$ cat config.mk
export PLATFORM = sky130hd
export DESIGN_NAME = bms_device_flat
export DESIGN_NICKNAME = d
export VERILOG_FILES = /design/src/bms_pkg.sv /design/src/bms_link_if.sv /design/src/bms_device.sv /design/src/bms_tick.sv /design/src/flat_wrapper.sv
export VERILOG_INCLUDE_DIRS = /design/src /design/src/src
export SDC_FILE = /design/constraint.sdc
export NUM_CORES = 1
export LEC_CHECK = 0
export ABC_CLOCK_PERIOD_IN_PS = 17000
export BUFFER_PORTS_ARGS = -buffer_cell sky130_fd_sc_hd__buf_2
export CORE_MARGIN = 2
export CORE_UTILIZATION = 58
export DETAILED_ROUTE_END_ITERATION = 8
export HOLD_SLACK_MARGIN = 0.12
export PLACE_DENSITY_LB_ADDON = 0.08
export SYNTH_ARGS = -nofsm -noshare
export SYNTH_HDL_FRONTEND = slang
export SYNTH_SLANG_ARGS = --single-unit
$ cat constraint.sdc
create_clock -name clk -period 17 [get_ports clk]
set_input_delay 1.7 -clock clk [delete_from_list [all_inputs] [get_ports clk]]
set_output_delay 1.7 -clock clk [all_outputs]
set_load 0.01 [all_outputs]
$ cat src/bms_defs.svh
// constants for the battery measurement scheduler and its host controller
//
// Operation
// [RQ1] charge integrates sense input, 250 ms, 16 bits
// [RQ2] continuous enable: new charge result each period
// [RQ3] conversion end sets done flag, drives alert
// [RQ4] single shot: one integration then done flag
// [RQ5] host: continuous off, single shot written one
// [RQ6] charge result signed 16 bits, 8.44 uV
// [RQ7] top bit set means negative charge code
// [RQ8] source select one: thermistors into temperature results
// [RQ9] source select zero: die sensor into results
// [RQ10] new source appears within 2 s interval
// [RQ11] temperature results are 14-bit converter codes
// [RQ12] extra die readings go to second, third
// [RQ13] cell codes summed, divided by four, 16 bits
// [RQ14] pack result weight 1.532 mV per count
// [RQ15] host scales pack as 4*gain*code plus offsets
// [RQ16] scheduler completes an update every 250 ms
// [RQ17] temperatures taken once every 2 seconds
// [RQ18] pack sum recomputed every 250 ms cycle
// [RQ19] host recomputes stack gain after 100 mV move
// [RQ20] host without correction uses stack gain one
// [RQ21] high then low read returns same sample
// [RQ22] single shot request clears itself on completion
// [RQ23] done flag holds until host clears it
`ifndef BMS_DEFS_SVH
`define BMS_DEFS_SVH

// ----------------------------------------------------------------------
// timing
// ----------------------------------------------------------------------
`define BMS_CLK_HZ      20000000
`define BMS_INTEG_MS    250
`define BMS_INTEG_CYC   ((`BMS_CLK_HZ / 1000) * `BMS_INTEG_MS)
`define BMS_TEMP_MS     2000
`define BMS_TEMP_TICKS  (`BMS_TEMP_MS / `BMS_INTEG_MS)
`define BMS_PACK_SHIFT  2

// ----------------------------------------------------------------------
// device register offsets (link side, byte wide)
// ----------------------------------------------------------------------
`define BMS_REG_STATUS  8'h00
`define BMS_REG_CTRL    8'h01
`define BMS_REG_CC_HI   8'h02
`define BMS_REG_TEMP3LO 8'h0B
`define BMS_WORD_CC     7'h01
`define BMS_WORD_PACK   7'h02
`define BMS_WORD_TEMP1  7'h03
`define BMS_WORD_TEMP2  7'h04
`define BMS_WORD_TEMP3  7'h05
`define BMS_ST_DONE     0
`define BMS_CT_CONT     0
`define BMS_CT_SHOT     1
`define BMS_CT_TSEL     2
`define BMS_CTRL_RST    3'h0
`define BMS_CC_MAX      32'sh00007FFF
`define BMS_CC_MIN      32'shFFFF8000

// ----------------------------------------------------------------------
// host controller apb map
// ----------------------------------------------------------------------
`define BMS_APB_CMD     12'h000
`define BMS_APB_STAT    12'h004
`define BMS_CMD_ADDR_LO 0
`define BMS_CMD_DATA_LO 8
`define BMS_CMD_WR      16
`define BMS_CMD_GO      17
`define BMS_STAT_BUSY   0
`define BMS_STAT_ALERT  1
`define BMS_STAT_RD_LO  8

`endif

$ cat src/bms_pkg.sv
// shared types for the battery measurement scheduler
`default_nettype none
package bms_pkg;
    typedef logic [13:0] bms_code_t;
    typedef logic [7:0]  bms_byte_t;
    typedef logic [15:0] bms_word_t;
    typedef enum logic [0:0]
    {
        BMS_H_IDLE = 1'b0,
        BMS_H_WAIT = 1'b1
    } bms_hstate_t;
endpackage
`default_nettype wire

$ cat src/bms_link_if.sv
// register link between host controller and measurement device
`default_nettype none
interface bms_link_if;
    logic       req;    // host request, held until ack
    logic       wr;     // 1 write, 0 read
    logic [7:0] addr;   // register offset
    logic [7:0] wdata;  // write byte
    logic       ack;    // one-cycle answer
    logic [7:0] rdata;  // read byte, valid with ack
    logic       alert;  // conversion done level
    modport dev  (input req, wr, addr, wdata, output ack, rdata, alert);
    modport host (output req, wr, addr, wdata, input ack, rdata, alert);
endinterface
`default_nettype wire

$ cat src/bms_device.sv
// measurement device end: charge counter, temperatures, pack sum
`include "bms_defs.svh"
`default_nettype none
module bms_device
    import bms_pkg::*;
#(
    parameter int unsigned INTEG_CYC = `BMS_INTEG_CYC
)
(
    input  wire logic             clk,        // system clock
    input  wire logic             srst,       // sync reset
    bms_link_if.dev               link,       // host register link
    input  wire logic             cc_bit,     // sense modulator bit
    input  wire bms_code_t [14:0] cell_code,  // converted cell codes
    input  wire bms_code_t [2:0]  therm_code, // thermistor codes
    input  wire bms_code_t [2:0]  die_code    // die sensor codes
);
    // ------------------------------------------------------------------
    // control and status
    // ------------------------------------------------------------------
    logic            charge_counter_continuous_enable;
    logic            charge_counter_single_shot;
    logic            temp_sel;
    logic            charge_sample_done_flag;
    logic            ack;
    bms_byte_t       rdata;
    bms_word_t       cc_result;
    bms_word_t       pack_sum_result;
    bms_word_t       temp_result [3];
    logic [2:0]      temp_slot_cnt;
    logic signed [31:0] cc_acc;
    bms_byte_t       shadow;
    logic [7:0]      shadow_addr;
    logic            shadow_ok;

    wire take     = link.req && !ack;
    wire do_write = take && link.wr;
    wire do_read  = take && !link.wr;
    wire wr_ctrl  = do_write && (link.addr == `BMS_REG_CTRL);
    wire wr_stat  = do_write && (link.addr == `BMS_REG_STATUS);
    wire clr_done = wr_stat && link.wdata[`BMS_ST_DONE];

    // ------------------------------------------------------------------
    // timers
    // ------------------------------------------------------------------
    logic sched_tick;
    logic cc_tick;
    wire  cc_run = charge_counter_continuous_enable
                   || charge_counter_single_shot;

    // free-running master period
    bms_tick #(.PERIOD(INTEG_CYC)) u_sched
    (
        .clk  (clk),
        .srst (srst),
        .en   (1'b1),
        .tick (sched_tick)  // RQ16
    );

    // integration window restarts whenever the counter is idle, so a
    // single shot started from idle gets a full window
    bms_tick #(.PERIOD(INTEG_CYC)) u_cc
    (
        .clk  (clk),
        .srst (srst),
        .en   (cc_run),
        .tick (cc_tick)     // RQ1
    );

    // ------------------------------------------------------------------
    // charge integration
    // ------------------------------------------------------------------
    function automatic bms_word_t cc_sat(input logic signed [31:0] v);
        if (v > `BMS_CC_MAX)
            return bms_word_t'(`BMS_CC_MAX);
        else if (v < `BMS_CC_MIN)
            return bms_word_t'(`BMS_CC_MIN);
        else
            return v[15:0];
    endfunction

    wire signed [31:0] cc_step = cc_bit ? 32'sh1 : -32'sh1;
    wire signed [31:0] next_cc_acc = cc_acc + cc_step;

    always_ff @(posedge clk)
    begin
        if (srst || !cc_run || cc_tick)
            cc_acc <= '0;
        else
            cc_acc <= next_cc_acc;
    end

    // two's complement result; saturation keeps sign instead of wrapping
    always_ff @(posedge clk)
    begin
        if (srst)
            cc_result <= '0;
        else if (cc_tick)
            cc_result <= cc_sat(next_cc_acc);  // RQ6 RQ7
    end

    // ------------------------------------------------------------------
    // control register, single shot and done flag
    // ------------------------------------------------------------------
    always_ff @(posedge clk)
    begin
        if (srst)
        begin
            {temp_sel, charge_counter_single_shot,
             charge_counter_continuous_enable} <= `BMS_CTRL_RST;
        end
        else if (wr_ctrl)
        begin
            // a host write beats the self clear in the same cycle
            charge_counter_continuous_enable <= link.wdata[`BMS_CT_CONT];
            charge_counter_single_shot       <= link.wdata[`BMS_CT_SHOT];
            temp_sel                         <= link.wdata[`BMS_CT_TSEL];
        end
        else if (cc_tick)
            charge_counter_single_shot <= 1'b0;  // RQ4 RQ22
    end

    // set wins over the host clear
    always_ff @(posedge clk)
    begin
        if (srst)
            charge_sample_done_flag <= 1'b0;
        else if (cc_tick)
            charge_sample_done_flag <= 1'b1;     // RQ2 RQ3
        else if (clr_done)
            charge_sample_done_flag <= 1'b0;     // RQ23
    end

    assign link.alert = charge_sample_done_flag;  // RQ3

    // ------------------------------------------------------------------
    // scheduler: pack sum each period, temperatures every eighth
    // ------------------------------------------------------------------
    logic [17:0] cell_total;
    always_comb
    begin
        cell_total = '0;
        for (int i = 0; i < 15; i++)
            cell_total = cell_total + 18'(cell_code[i]);
    end

    always_ff @(posedge clk)
    begin
        if (srst)
            pack_sum_result <= '0;
        else if (sched_tick)                                      // RQ18
            pack_sum_result <= cell_total[`BMS_PACK_SHIFT +: 16]; // RQ13 RQ14
    end

    wire temp_slot = sched_tick
                     && (temp_slot_cnt == 3'(`BMS_TEMP_TICKS - 1)); // RQ17

    always_ff @(posedge clk)
    begin
        if (srst)
            temp_slot_cnt <= '0;
        else if (sched_tick)
            temp_slot_cnt <= temp_slot_cnt + 3'h1;
    end

    // a source change only shows at the next slot, up to 2 s later
    generate
        for (genvar t = 0; t < 3; t++)
        begin : g_temp
            always_ff @(posedge clk)
            begin
                if (srst)
                    temp_result[t] <= '0;
                else if (temp_slot)                      // RQ10
                    temp_result[t] <= temp_sel
                        ? 16'(therm_code[t])             // RQ8 RQ11
                        : 16'(die_code[t]);              // RQ9 RQ12
            end
        end
    endgenerate

    // ------------------------------------------------------------------
    // register read path with high/low snapshot
    // ------------------------------------------------------------------
    function automatic bms_byte_t pick(input bms_word_t w,
                                       input logic lo);
        return lo ? w[7:0] : w[15:8];
    endfunction

    bms_word_t sel_word;
    always_comb
    begin
        case (link.addr[7:1])
            `BMS_WORD_CC:    sel_word = cc_result;
            `BMS_WORD_PACK:  sel_word = pack_sum_result;
            `BMS_WORD_TEMP1: sel_word = temp_result[0];
            `BMS_WORD_TEMP2: sel_word = temp_result[1];
            `BMS_WORD_TEMP3: sel_word = temp_result[2];
            default:         sel_word = '0;
        endcase
    end

    wire in_words = (link.addr >= `BMS_REG_CC_HI)
                    && (link.addr <= `BMS_REG_TEMP3LO);
    wire hi_read  = do_read && in_words && !link.addr[0];
    wire use_shad = shadow_ok && (link.addr == shadow_addr);

    bms_byte_t next_rdata;
    always_comb
    begin
        if (link.addr == `BMS_REG_STATUS)
            next_rdata = {7'h00, charge_sample_done_flag};
        else if (link.addr == `BMS_REG_CTRL)
            next_rdata = {5'h00, temp_sel, charge_counter_single_shot,
                          charge_counter_continuous_enable};
        else if (use_shad)
            next_rdata = shadow;                      // RQ21
        else
            next_rdata = pick(sel_word, link.addr[0]);
    end

    // a high read freezes its low partner for the very next access
    always_ff @(posedge clk)
    begin
        if (srst)
            shadow_ok <= 1'b0;
        else if (take)
            shadow_ok <= hi_read;                     // RQ21
    end

    always_ff @(posedge clk)
    begin
        if (hi_read)
        begin
            shadow      <= pick(sel_word, 1'b1);
            shadow_addr <= link.addr + 8'h01;
        end
    end

    // ------------------------------------------------------------------
    // link answer
    // ------------------------------------------------------------------
    always_ff @(posedge clk)
    begin
        if (srst)
            ack <= 1'b0;
        else
            ack <= take;
    end

    always_ff @(posedge clk)
    begin
        if (srst)
            rdata <= '0;
        else if (do_read)
            rdata <= next_rdata;
    end

    assign link.ack   = ack;
    assign link.rdata = rdata;
endmodule
`default_nettype wire

$ cat src/bms_tick.sv
// period counter giving a one-cycle tick at the end of each period
`include "bms_defs.svh"
`default_nettype none
module bms_tick
#(
    parameter int unsigned PERIOD = `BMS_INTEG_CYC
)
(
    input  wire logic clk,   // system clock
    input  wire logic srst,  // sync reset
    input  wire logic en,    // count while high, restart when low
    output logic      tick   // last cycle of period
);
    logic [31:0] cnt;
    wire         at_end = (cnt == 32'(PERIOD - 1));

    assign tick = en && at_end;

    always_ff @(posedge clk)
    begin
        if (srst || !en || at_end)
            cnt <= '0;
        else
            cnt <= cnt + 32'h1;
    end
endmodule
`default_nettype wire

$ cat src/flat_wrapper.sv
// flat-port wrapper written by rule: the top's interface ports become plain ports
module bms_device_flat import bms_pkg::*;
#(
    parameter int unsigned INTEG_CYC = `BMS_INTEG_CYC
)
  (clk, srst, cc_bit, cell_code, therm_code, die_code, link_req, link_wr, link_addr, link_wdata, link_ack, link_rdata, link_alert);
  bms_link_if link_i ();
  input  wire logic clk;
  input  wire logic srst;
  input  wire logic cc_bit;
  input  wire bms_code_t [14:0] cell_code;
  input  wire bms_code_t [2:0] therm_code;
  input  wire bms_code_t [2:0] die_code;
  input wire logic [$bits(link_i.req)-1:0] link_req;
  input wire logic [$bits(link_i.wr)-1:0] link_wr;
  input wire logic [$bits(link_i.addr)-1:0] link_addr;
  input wire logic [$bits(link_i.wdata)-1:0] link_wdata;
  output wire logic [$bits(link_i.ack)-1:0] link_ack;
  output wire logic [$bits(link_i.rdata)-1:0] link_rdata;
  output wire logic [$bits(link_i.alert)-1:0] link_alert;
  assign link_i.req = link_req;
  assign link_i.wr = link_wr;
  assign link_i.addr = link_addr;
  assign link_i.wdata = link_wdata;
  assign link_ack = link_i.ack;
  assign link_rdata = link_i.rdata;
  assign link_alert = link_i.alert;
  bms_device #(.INTEG_CYC(INTEG_CYC)) u_core (.clk(clk), .srst(srst), .link(link_i), .cc_bit(cc_bit), .cell_code(cell_code), .therm_code(therm_code), .die_code(die_code));
endmodule
Yosys cells after proc, flatten, opt, wreduce, memory -nomap -nowiden
Memory sizes are Yosys's and may differ from the RTL's.
Index checks and enable logic that the tools add are counted.
{ "word_totals": {"register_bits": 161, "latchBits": 0, "mem_bits_rw": 42, "romBits": 0, "input_bits": 315, "mem_count": 1} }
{ "mem_list": {"columns": ["memory", "words", "word_bits", "read_ports", "rd_clocked_by_memory_dff", "wr", "line_no", "source"], "rows": [
  ["u_core.temp_result", 3, 14, 3, 0, 3, "bms_device.sv:29", "bms_word_t temp_result [3];"]
]} }
{ "op_classes": {"n_addsub": 19, "multipliers": 0, "div_mod_pow": 0, "order_cmp": 4, "n_eq_ne": 10, "n_shift": 0, "mux": 23, "n_bitwise": 3, "n_reduce_logical": 24} }
{ "op_table": {"columns": ["op", "count"], "rows": [
  ["18-bit by 14-bit adder with 18-bit output", 13],
  ["14-bit two-way mux", 6],
  ["16-bit case mux with 5 select lines", 1],
  ["32-bit by 1-bit adder with 32-bit output (second input constant)", 2],
  ["32-bit by 23-bit == test with 1-bit output (second input constant)", 2],
  ["32-bit adder", 1],
  ["32-bit by 16-bit greater-than comparator with 1-bit output (second input constant)", 1],
  ["32-bit by 16-bit < comparator with 1-bit output (second input constant)", 1],
  ["16-bit two-way mux", 2],
  ["32-bit two-way mux", 1],
  ["8-bit two-way mux", 4],
  ["14-bit by 14-bit adder with 15-bit output", 1],
  ["7-bit by 2-bit == test with 1-bit output (second input constant)", 2],
  ["7-bit by 3-bit == test with 1-bit output (second input constant)", 2],
  ["1-bit logical AND", 12],
  ["1-bit two-way mux", 9],
  ["8-bit by 1-bit adder with 8-bit output (second input constant)", 1],
  ["8-bit by 1-bit == test with 1-bit output (second input constant)", 1],
  ["8-bit == test", 1],
  ["8-bit by 2-bit greater-or-equal comparator with 1-bit output (second input constant)", 1],
  ["8-bit by 4-bit less-or-equal comparator with 1-bit output (second input constant)", 1],
  ["8-bit zero test", 1],
  ["7-bit by 1-bit == test with 1-bit output (second input constant)", 1],
  ["1-bit logical OR", 5],
  ["5 further kinds", 11]
]} }

Logic depth before layout (Yosys ltp)
Gate-level depths: netlist of run 1.
{ "depth": {"word_depth": 14, "mapped_depth": 30, "mapped_depth_nobuf": 30} }

By module
Synthesis of run 1 repeated with hierarchy kept, for this count alone.
{ "hier_totals": {"cells_unflattened": 1790, "area_unflattened_um2": 16580.9} }
{ "modules_own_cells": {"columns": ["module", "n_inst", "cells_each", "area_per_inst_um2", "seq_area_each_um2"], "rows": [
  ["bms_device", 1, 1428, 13457.9, 3363.2],
  ["bms_tick", 2, 181, 1561.5, 640.6]
]} }

Least setup slack after synthesis of run 1
Ideal clock, no wire load.
{ "synth_path": {"path_type": "input to register", "startpoint": "input cell_code[0] (netlist name)", "endpoint": "register u_core.pack_sum_result[15]", "arrival_time_ns": 8.130, "required_ns": 16.872, "slack_ns": 8.743, "stages": 30, "n_path_buf": 0, "cell_sequence": "ha_1 fa_1 a21o_1 a21oi_1 o21bai_1 a21oi_1 o21bai_1 a21oi_1 o21bai_1 a21oi_1 o21ai_0 xor2_1 fa_1 inv_1 fa_1 fa_1 fa_1 inv_1 fa_1 inv_1 fa_1 inv_1 ha_1 or2_2 a21oi_1 a21oi_1 a41oi_1 xnor2_1 mux2i_1 nor2_1"} }
{ "synth_via": {"elab_chain_len": 14} }
{ "synth_lines": {"columns": ["item", "line_no", "source"], "rows": [
  ["start, declared", "flat_wrapper.sv:11", "input wire bms_code_t [14:0] cell_code;"],
  ["14-bit by 14-bit adder with 15-bit output", "bms_device.sv:144", "cell_total = cell_total + 18'(cell_code[i]);"],
  ["18-bit by 14-bit adder with 18-bit output (13 in a row)", "bms_device.sv:144", null],
  ["end signal, assigned", "bms_device.sv:152", "pack_sum_result <= cell_total[`BMS_PACK_SHIFT +: 16];"],
  ["end, declared", "bms_device.sv:28", "bms_word_t pack_sum_result;"]
]} }
No other way between the ends.
A chain may end at the register's enable or synchronous reset.

Final worst setup path of run 1
Same ends and word-level chain as after synthesis.

==> results.ini, run 1 <==
[critical_path]
crit_path_end_kind = flip-flop
cp.arrival_ns = 8.99
path_class = in -> reg
cp_slowest_stage_delay_ns = 0.54
cp-start-kind = primary input
critPathSlowestCell = fa_1
critPathRequiredTime_ns = 17.37
r2r_cells = 13
r2r_slack_ns = 12.93
path_common_cell = fa_1
crit_fanout = 6

[yosys]
syn_inst = 1722
synth_ff_type = dfxtp_1
netlist_area_sq_um = 16300
synth.avg_cell_area_sq_um = 9.47
yosysSeqAreaShare = 0.285
syn-num-nets = 2282
ys_warn_count = 0
synth_edf_count = 58
synth_cell_types = 90
async_flop_share = 0
ys_seq_elements = 203

[final_layout]
area_delta_synth_final_pct = 16.1
num_antenna_cells = 0
mostFrequentLayoutCell = buf_2
finalNetCount = 2579
regArea_sq_um = 4650
layout.cells.non_filler = 2413
fillCellCount = 2236
drive_gt1_frac = 0.204
multi_input_area_sq_um = 10600
most-common-layout-cells = buf_2, inv_1, nor2_1

[placement]
placed_cells = 2373
gp_congestion = 0.875
hpwlAfterDp_mm = 30.9
io_buffers = 319

[grt]
antenna_found_initial = 0
grt_usage = 0.257
grt-ovfl-total = 0
grt_first_pass_wirelength_mm = 60.9
grt_pass1_vias = 12700
grt_max_degree = 57

[sta]
rsz0062_at_grt = no
hold_violations = 0
finalMaxSlewViolations = 0
setup_viol = 0
skew_ns = 0.0194
max_slew_margin = 0.156
final.min_clock_period_ns = 8.62
max_freq_mhz = 116
period_share = 0.507
tns_ns = 0
worstMarginPinSlew_ns = 1.26

[power]
pwr-share-clk = 0.121
seq_power_share = 0.130
ir_drop_mv = 0.450
internal_power_w = 0.00205
combPwrFrac = 0.749
sw_frac_of_total = 0.474
power_switching_w = 0.00184
p_leak_nw = 8.38
power_density_nw_per_um2 = 205

[clocking]
cts_hold_buffers = 0
root_buffer = clkbuf_16
cts.htree.levels = 1
cts_buffer_depth = 3
ctsResizeCount = 0
path_clk_slew_ns = 0.06
cts_tree = yes
clock-sinks = 203
worstSkewPairLatency_ns = 0.52
numCtsBuffers = 22
cts_setup_buffers = 0

[die]
die_x_microns = 172
fp.coreArea_sq_um = 27700
ios = 325
die_y_microns = 172
start_util = 0.589
dieArea_sq_um = 29500
rows = 61

[detailed_routing]
via_count = 13300
drtPass1Iterations = 8
antenna_left = 0
finalWirelength_mm = 39.0
drt-vias-per-instance = 5.49
drcViolationCount = 0
first_iter_violations = 956
wl_per_cell_microns = 16.2

[hold_path]
hold_path_depth = 1
hp-class = reg -> reg

[outcome]
status = completed

[job]
cap_violations = 0

==> cells in the mapped netlist (all sizes together) (7+ instances only) <==
cell,n,area [sq um]
a211oi,14,115
a21o,23,178
a21oi,86,453
a222oi,14,140
a22oi,10,75.1
and2,26,165
and3,27,173
buf,13,80.1
clkbuf,46,195
dfxtp,145,2900
edfxtp,58,1740
fa,166,3320
ha,79,988
inv,213,800
mux2i,61,611
nand2,103,389
nand2b,10,62.6
nand3,44,220
nand4,13,87.6
nor2,210,796
nor2b,9,56.3
nor3,23,125
nor4,13,103
o211ai,14,105
o21ai,59,303
o21bai,14,116
o311ai,19,174
or2,7,43.8
or3,18,118
xnor2,50,438
xor2,57,499
==> metrics by stage <==
stage / total power, W / area [sq um] / hold WS [ns] / worst slack, ns / utilization
2_1_floorplan: 0.00282 / 16300 / 0.426 / 8.74 / -
3_3_place_gp: 0.00330 / 18200 / 0.440 / 8.05 / 0.657
3_5_place_dp: 0.00340 / 18200 / 0.453 / 7.92 / 0.657
4_1_cts: 0.00390 / 18900 / 0.465 / 8.42 / 0.683
5_1_grt: 0.00433 / 18900 / 0.484 / 7.82 / 0.683
6_report: 0.00389 / 18900 / 0.461 / 8.38 / 0.683
==> final timing paths <==
| kind | startpoint | end |
|---|---|---|
| setup / recovery | cell_code[0] | u_core.pack_sum_result[15] |
| hold / removal | u_core.u_cc.cnt[0] | u_core.u_cc.cnt[0] |
| setup reg to reg | u_core.cc_acc[0] | u_core.cc_result[1] |
| hold reg to reg | u_core.u_cc.cnt[0] | u_core.u_cc.cnt[0] |
==> flip-flops by register name, indices dropped and copies added (netlist names), 3 cells and up <==
name                    flops
u_core.temp_result         42
u_core.cc_acc              32
u_core.u_cc.cnt            32
u_core.u_sched.cnt         32
u_core.cc_result           16
u_core.pack_sum_result     16
u_core.link.rdata           8
u_core.shadow               8
u_core.shadow_addr          8
u_core.temp_slot_cnt        3
==> cell families (layout without fill, tap and decap cells) <==
kind of cell               after synthesis  after routing  share of synthesized area
DFF                                    203            203                      0.285
AOI/OAI and AO/OA                      305            305                      0.132
muxes                                   61             61                     0.0374
buffers and inverters                  273            586                     0.0666
xor gates and xnor gates               107            107                     0.0575
adders and majority gates              245            245                      0.264
and+or+nand+nor                        528            528                      0.157
==> final cells by class <==
cell class                 instances  share of cell area
clock buffer                      35              0.0360
clock inverter                     5             0.00198
inverter                         213              0.0422
multi-input combinational       1246               0.560
sequential                       203               0.245
tap                              378              0.0250
timing repair buffer             333              0.0899
==> worst max-delay path: cells and delay by family <==
family	cells	cell delay, ns
XOR/XNOR	2	0.22
multiplexers	1	0.14
buffers and inverters	5	0.29
adder cells (fa/ha/maj)	9	4.08
AND/OR/NAND/NOR	2	0.22
AO/OA/AOI/OAI	11	2.34
==> routing by layer <==
metal  vias to the layer above  GRT usage  wire [microns]
met2                       402      0.435           19100
met4                         0     0.0442             512
met5                         -          0               0
li1                       6461          -               -
met3                        45     0.0295            2380
met1                      6346      0.361           17000
==> power by group through the flow <==
stage	Clock [W]	Sequential (W)	Combinational [W]
2_1_floorplan	0	0.000514	0.00230
5_1_grt	0.000499	0.000504	0.00333
4_1_cts	0.000477	0.000504	0.00292
3_5_place_dp	0	0.000514	0.00288
6_report	0.000471	0.000504	0.00291
3_3_place_gp	0	0.000514	0.00279
(Power assumes the default switching activity.)
==> run 2: changes to the inputs <==
ABC_AREA = 1   (was unset)
ABC_CLOCK_PERIOD_IN_PS = 7980   (was 17000)
clock period = 7.98 ns   (was 17 ns; I/O delays follow)
==> run 2 against run 1 <==
Sequential power up 110%. Register-to-register slack worse by 8.5 ns. Critical path depth up 3. Cell area up 5.9%. Flip-flop and latch count unchanged. Via count up 19%. Clock skew up 0.021 ns. Clock power up 120%. Combinational power up 110%. Count of clock-buffer cells in the layout down 4.
==> results.ini, run 2 <==
[yosys]
synth_cell_types = 58
ys_warn_count = 0
synth_area_leader_cell = fa_1
synth_edf_count = 58
yosysMostFrequentCell = nand2_1
synth_ff_type = dfxtp_1
syn_inst = 2268
synthTopCellsByCount = nand2_1, inv_1, nor2_1, fa_1, a21oi_1
async_flop_share = 0
synth_top_area_frac = 0.192
syn-num-nets = 2828
synth.avg_cell_area_sq_um = 7.64
synth.area.top_cells = fa_1, dfxtp_1, nand2_1, edfxtp_1, inv_1
yosysSeqAreaShare = 0.268
ys_seq_elements = 203
netlist_area_sq_um = 17300

[grt]
grt-ovfl-total = 0
grt_first_pass_wirelength_mm = 72.5
grt_pass1_vias = 15200
antenna_found_initial = 1
grt_max_degree = 54
grt_usage = 0.289

[detailed_routing]
first_iter_violations = 1150
finalWirelength_mm = 44.9
drt-vias-per-instance = 5.26
wl_per_cell_microns = 15.0
antenna_left = 0
drcViolationCount = 0
via_count = 15700
drtPass1Iterations = 6

[clocking]
numCtsBuffers = 24
cts_buffer_depth = 3
path_clk_slew_ns = 0.06
cts_hold_buffers = 0
cts_tree = yes
cts_setup_buffers = 0
cts.htree.levels = 1
root_buffer = clkbuf_16
worstSkewPairLatency_ns = 0.54
clock-sinks = 203
ctsResizeCount = 0

[die]
start_util = 0.586
fp.coreArea_sq_um = 29600
die_x_microns = 177
ios = 325
dieArea_sq_um = 31300
die_y_microns = 177
rows = 63

[sta]
rsz0062_at_grt = no
worstMarginPinSlew_ns = 1.16
hold_violations = 0
max_freq_mhz = 137
tns_ns = 0
final.min_clock_period_ns = 7.28
setup_viol = 0
finalMaxSlewViolations = 0
skew_ns = 0.0408
max_slew_margin = 0.225
period_share = 0.912

[job]
cap_violations = 0

[critical_path]
r2r_cells = 12
worstReg2RegEnd = u_core.u_sched.cnt[23]
r2r_slack_ns = 4.39
cp.arrival_ns = 7.67
crit_path_end_kind = flip-flop
cp_slowest_stage_delay_ns = 0.55
crit_buf_inv = 7
crit_fanout = 5
r2r-start = u_core.u_sched.cnt[0]
critPathTopFamily = adder cells
critPathRequiredTime_ns = 8.37
path_common_cell = fa_1
critPathSlowestCell = fa_1
path_class = in -> reg
cp-start-kind = primary input

[power]
power_density_nw_per_um2 = 416
ir_drop_mv = 0.888
p_leak_nw = 9.87
p_total_w = 0.00835

[final_layout]
area_delta_synth_final_pct = 15.7
finalNetCount = 3141
largest_reg_flops = 42
mostFrequentLayoutCell = nand2_1
most-common-layout-cells = nand2_1, inv_1, buf_2
drive_gt1_frac = 0.175
top_register = u_core.temp_result

[hold_path]
hp-class = reg -> reg
min_to = u_core.u_cc.cnt[0]
hold_path_depth = 1
hp-start = u_core.u_cc.cnt[0]

[placement]
hpwlAfterDp_mm = 37.2
io_buffers = 319
gp_congestion = 0.984

[outcome]
status = completed

run 2: cells by family (layout without fill, tap and decap cells):
logic type	count (synthesis)	after routing	synth area share
xor+xnor	55	55	0.0282
fa+ha+maj	245	245	0.249
flops	203	203	0.268
compound gates	309	309	0.0999
mux	1	1	0.000578
other cells	0	1	0
buf+inv	511	841	0.112
simple gates	944	944	0.242
run 2: layout make-up:
| class | count | area (sq um) |
|---|---|---|
| multi-input cells | 1554 | 10700 |
| fillers | 2613 | 9510 |
| flip-flops and latches | 203 | 4640 |
| inverters | 473 | 1780 |
| repair buffers | 325 | 1640 |
| clock buffers | 31 | 648 |
| well taps | 390 | 488 |
| clock inverters | 12 | 103 |
| diodes | 1 | 2.50 |
run 2: where the power goes:
part	internal, W	switching (W)	total [W]
clock network	0.000608	0.000443	0.00105
registers	0.00107	0.00000513	0.00108
logic	0.00241	0.00381	0.00622
run 2: through the flow:
stage	worst slack, ns	hold slack (ns)	utilization	instances	cell area (sq um)
3_5_place_dp	0.309	0.436	0.653	2945	19300
5_1_grt	0.213	0.480	0.678	2988	20000
3_3_place_gp	0.337	0.424	0.653	2945	19300
4_1_cts	0.782	0.449	0.678	2988	20000
6_report	0.699	0.452	0.678	2989	20100
2_1_floorplan	1.03	0.413	-	2268	17300
run 2: worst max-delay path by stage:
stage | startpoint | cells past startpoint | endpoint
6_report | cell_code[0] | 33 | u_core.pack_sum_result[13]
3_3_place_gp | cell_code[0] | 34 | u_core.pack_sum_result[13]
5_1_grt | cell_code[0] | 33 | u_core.pack_sum_result[13]
3_5_place_dp | cell_code[0] | 33 | u_core.pack_sum_result[13]
4_1_cts | cell_code[0] | 33 | u_core.pack_sum_result[13]
2_1_floorplan | cell_code[0] | 32 | u_core.pack_sum_result[13]
run 2: per-layer routing:
metal / wire (microns) / vias up / global-route usage
met5: 0 / - / 0
met4: 1190 / 0 / 0.0778
met3: 2900 / 79 / 0.0354
met2: 21900 / 523 / 0.507
met1: 18900 / 7337 / 0.376
li1: - / 7795 / -
==> run 3: changes to the inputs <==
==> constraint.sdc (replaced) <==
create_clock -name clk -period 7.98 [get_ports clk]
set_input_delay 1.596 -clock clk [delete_from_list [all_inputs] [get_ports clk]]
set_output_delay 1.596 -clock clk [all_outputs]
set_load 0.01 [all_outputs]
==> run 3 against run 2 <==
Core utilization is 0.73 points higher. Cell area is 1.1% higher. Count of clock-buffer cells in the layout increased by 3. Clock power decreased by 4%. Non-clock buffer count grew 26. Sequential share of layout area decreased by 0.25 points. Total power is 17% higher. Critical path depth down 2. Largest cell class unchanged. Largest power group unchanged.
==> results.ini, run 3 (same netlist as run 2, synthesis figures left out) <==
[outcome]
status = completed

[final_layout]
most-common-layout-cells = nand2_1, inv_1, buf_2
area_delta_synth_final_pct = 16.9
largest_reg_flops = 42
finalNetCount = 3167
stdcell_area_sq_um = 20300
drive_gt1_frac = 0.185
top_register = u_core.temp_result
fillCellCount = 2524
mostFrequentLayoutCell = nand2_1

[placement]
hpwlAfterDp_mm = 37.7
gp_congestion = 0.955
io_buffers = 319
preCtsSetupSlack_ns = -0.263
dpl_cell_area_sq_um = 19500

[detailed_routing]
finalWirelength_mm = 45.7
antenna_left = 0
wl_per_cell_microns = 15.1
drtPass1Iterations = 5
drt-vias-per-instance = 5.24
via_count = 15800
first_iter_violations = 1020
drcViolationCount = 0

[critical_path]
cp.arrival_ns = 8.02
critPathRequiredTime_ns = 8.37
r2r-start = u_core.u_sched.cnt[0]
r2r_slack_ns = 4.40
cp-start-kind = primary input
cp_slowest_stage_delay_ns = 0.54
endpoint = u_core.pack_sum_result[15]
critPathSlowestCell = fa_1
r2r_cells = 12
crit_fanout = 3
path_class = in -> reg
crit_start = cell_code[0]
worstReg2RegEnd = u_core.u_sched.cnt[23]
path_common_cell = fa_1
crit_path_end_kind = flip-flop

[sta]
finalWorstSetupSlack_ns = 0.355
max_freq_mhz = 131
hold_violations = 0
final.min_clock_period_ns = 7.62
max_slew_margin = 0.225
skew_ns = 0.0270
tns_ns = 0
setup_viol = 0
worstMarginPinSlew_ns = 1.16
finalMaxSlewViolations = 0
period_share = 0.955
rsz0062_at_grt = no

[die]
die_x_microns = 177
rows = 63
dieArea_sq_um = 31300
ios = 325
start_util = 0.586
die_y_microns = 177
fp.coreArea_sq_um = 29600

[grt]
grt_first_pass_wirelength_mm = 73.9
grt_pass1_vias = 15600
grt_usage = 0.293
grt-ovfl-total = 0
grt_max_degree = 54
antenna_found_initial = 3

[power]
power_density_nw_per_um2 = 482
p_leak_nw = 9.99
ir_drop_mv = 1.12

[clocking]
cts_buffer_depth = 3
cts_tree = yes
cts.htree.levels = 1
worstSkewPairLatency_ns = 0.52
path_clk_slew_ns = 0.06
root_buffer = clkbuf_16
clock-sinks = 203
numCtsBuffers = 24

[hold_path]
hp-class = reg -> reg

[job]
cap_violations = 0

==> run 3: changes by cell type in the layout (fill, tap and decap cells not counted), sizes merged <==
cell,delta
buf,+26
clkinv,-1
diode,+2
bufinv,-1
inv,-1
clkbuf,+3
==> run 3: worst min-delay path by stage <==
stage	from	endpoint	slack, ns	depth (start not counted)
6_report	u_core.u_cc.cnt[0]	u_core.u_cc.cnt[0]	0.45	1
5_1_grt	u_core.u_cc.cnt[0]	u_core.u_cc.cnt[0]	0.47	1
4_1_cts	u_core.u_cc.cnt[0]	u_core.u_cc.cnt[0]	0.45	1
3_5_place_dp	u_core.u_cc.cnt[0]	u_core.u_cc.cnt[0]	0.44	1
3_3_place_gp	u_core.u_cc.cnt[0]	u_core.u_cc.cnt[0]	0.42	1
2_1_floorplan	u_core.u_cc.cnt[0]	u_core.u_cc.cnt[0]	0.41	1
==> run 3: power by group <==
part	internal [W]	switching [W]	leakage [nW]
Combinational	0.00349	0.00418	7.94
Clock	0.000584	0.000431	0.353
Sequential	0.00107	0.00000537	1.70
==> run 3: metal layers <==
layer	track usage	vias to the layer above	part of all wire
li1	-	7830	-
met1	0.374	7366	0.41
met2	0.509	515	0.48
met3	0.0451	100	0.071
met4	0.0995	0	0.034
met5	0	-	0
==> run 3: final cells by class <==
cell class              count  area (sq um)  area share
flip-flops and latches    203          4640       0.229
clock inverters             9          62.6     0.00309
multi-input cells        1554         10800       0.532
inverters                 473          1780      0.0876
clock buffers              34           668      0.0330
well taps                 390           488      0.0241
diodes                      3          7.51    0.000370
repair buffers            351          1840      0.0906
==> run 3: timing repair <==
| item | CTS | global route |
|---|---|---|
| gates resized for setup | 0 | 13 |
| setup buffers | 0 | 0 |
| hold buffers | 0 | 0 |
| endpoints found under the setup margin | 0 | 7 |
==> run 3: critical path, delay by kind of cell <==
kind | cells | cell delay [ns]
fa+ha+maj | 9 | 3.95
compound gates | 10 | 1.39
buf+inv | 7 | 0.51
simple gates | 4 | 0.38
xor+xnor | 1 | 0.16
==> run 3: through the flow <==
step	hold slack, ns	power (W)	std cells	utilization
after floorplan	0.413	0.00571	2268	-
after global placement	0.424	0.00839	2971	0.659
after detailed placement	0.442	0.00848	2971	0.659
after CTS	0.454	0.00957	3014	0.684
after global routing	0.467	0.0110	3015	0.685
final	0.449	0.00977	3017	0.686
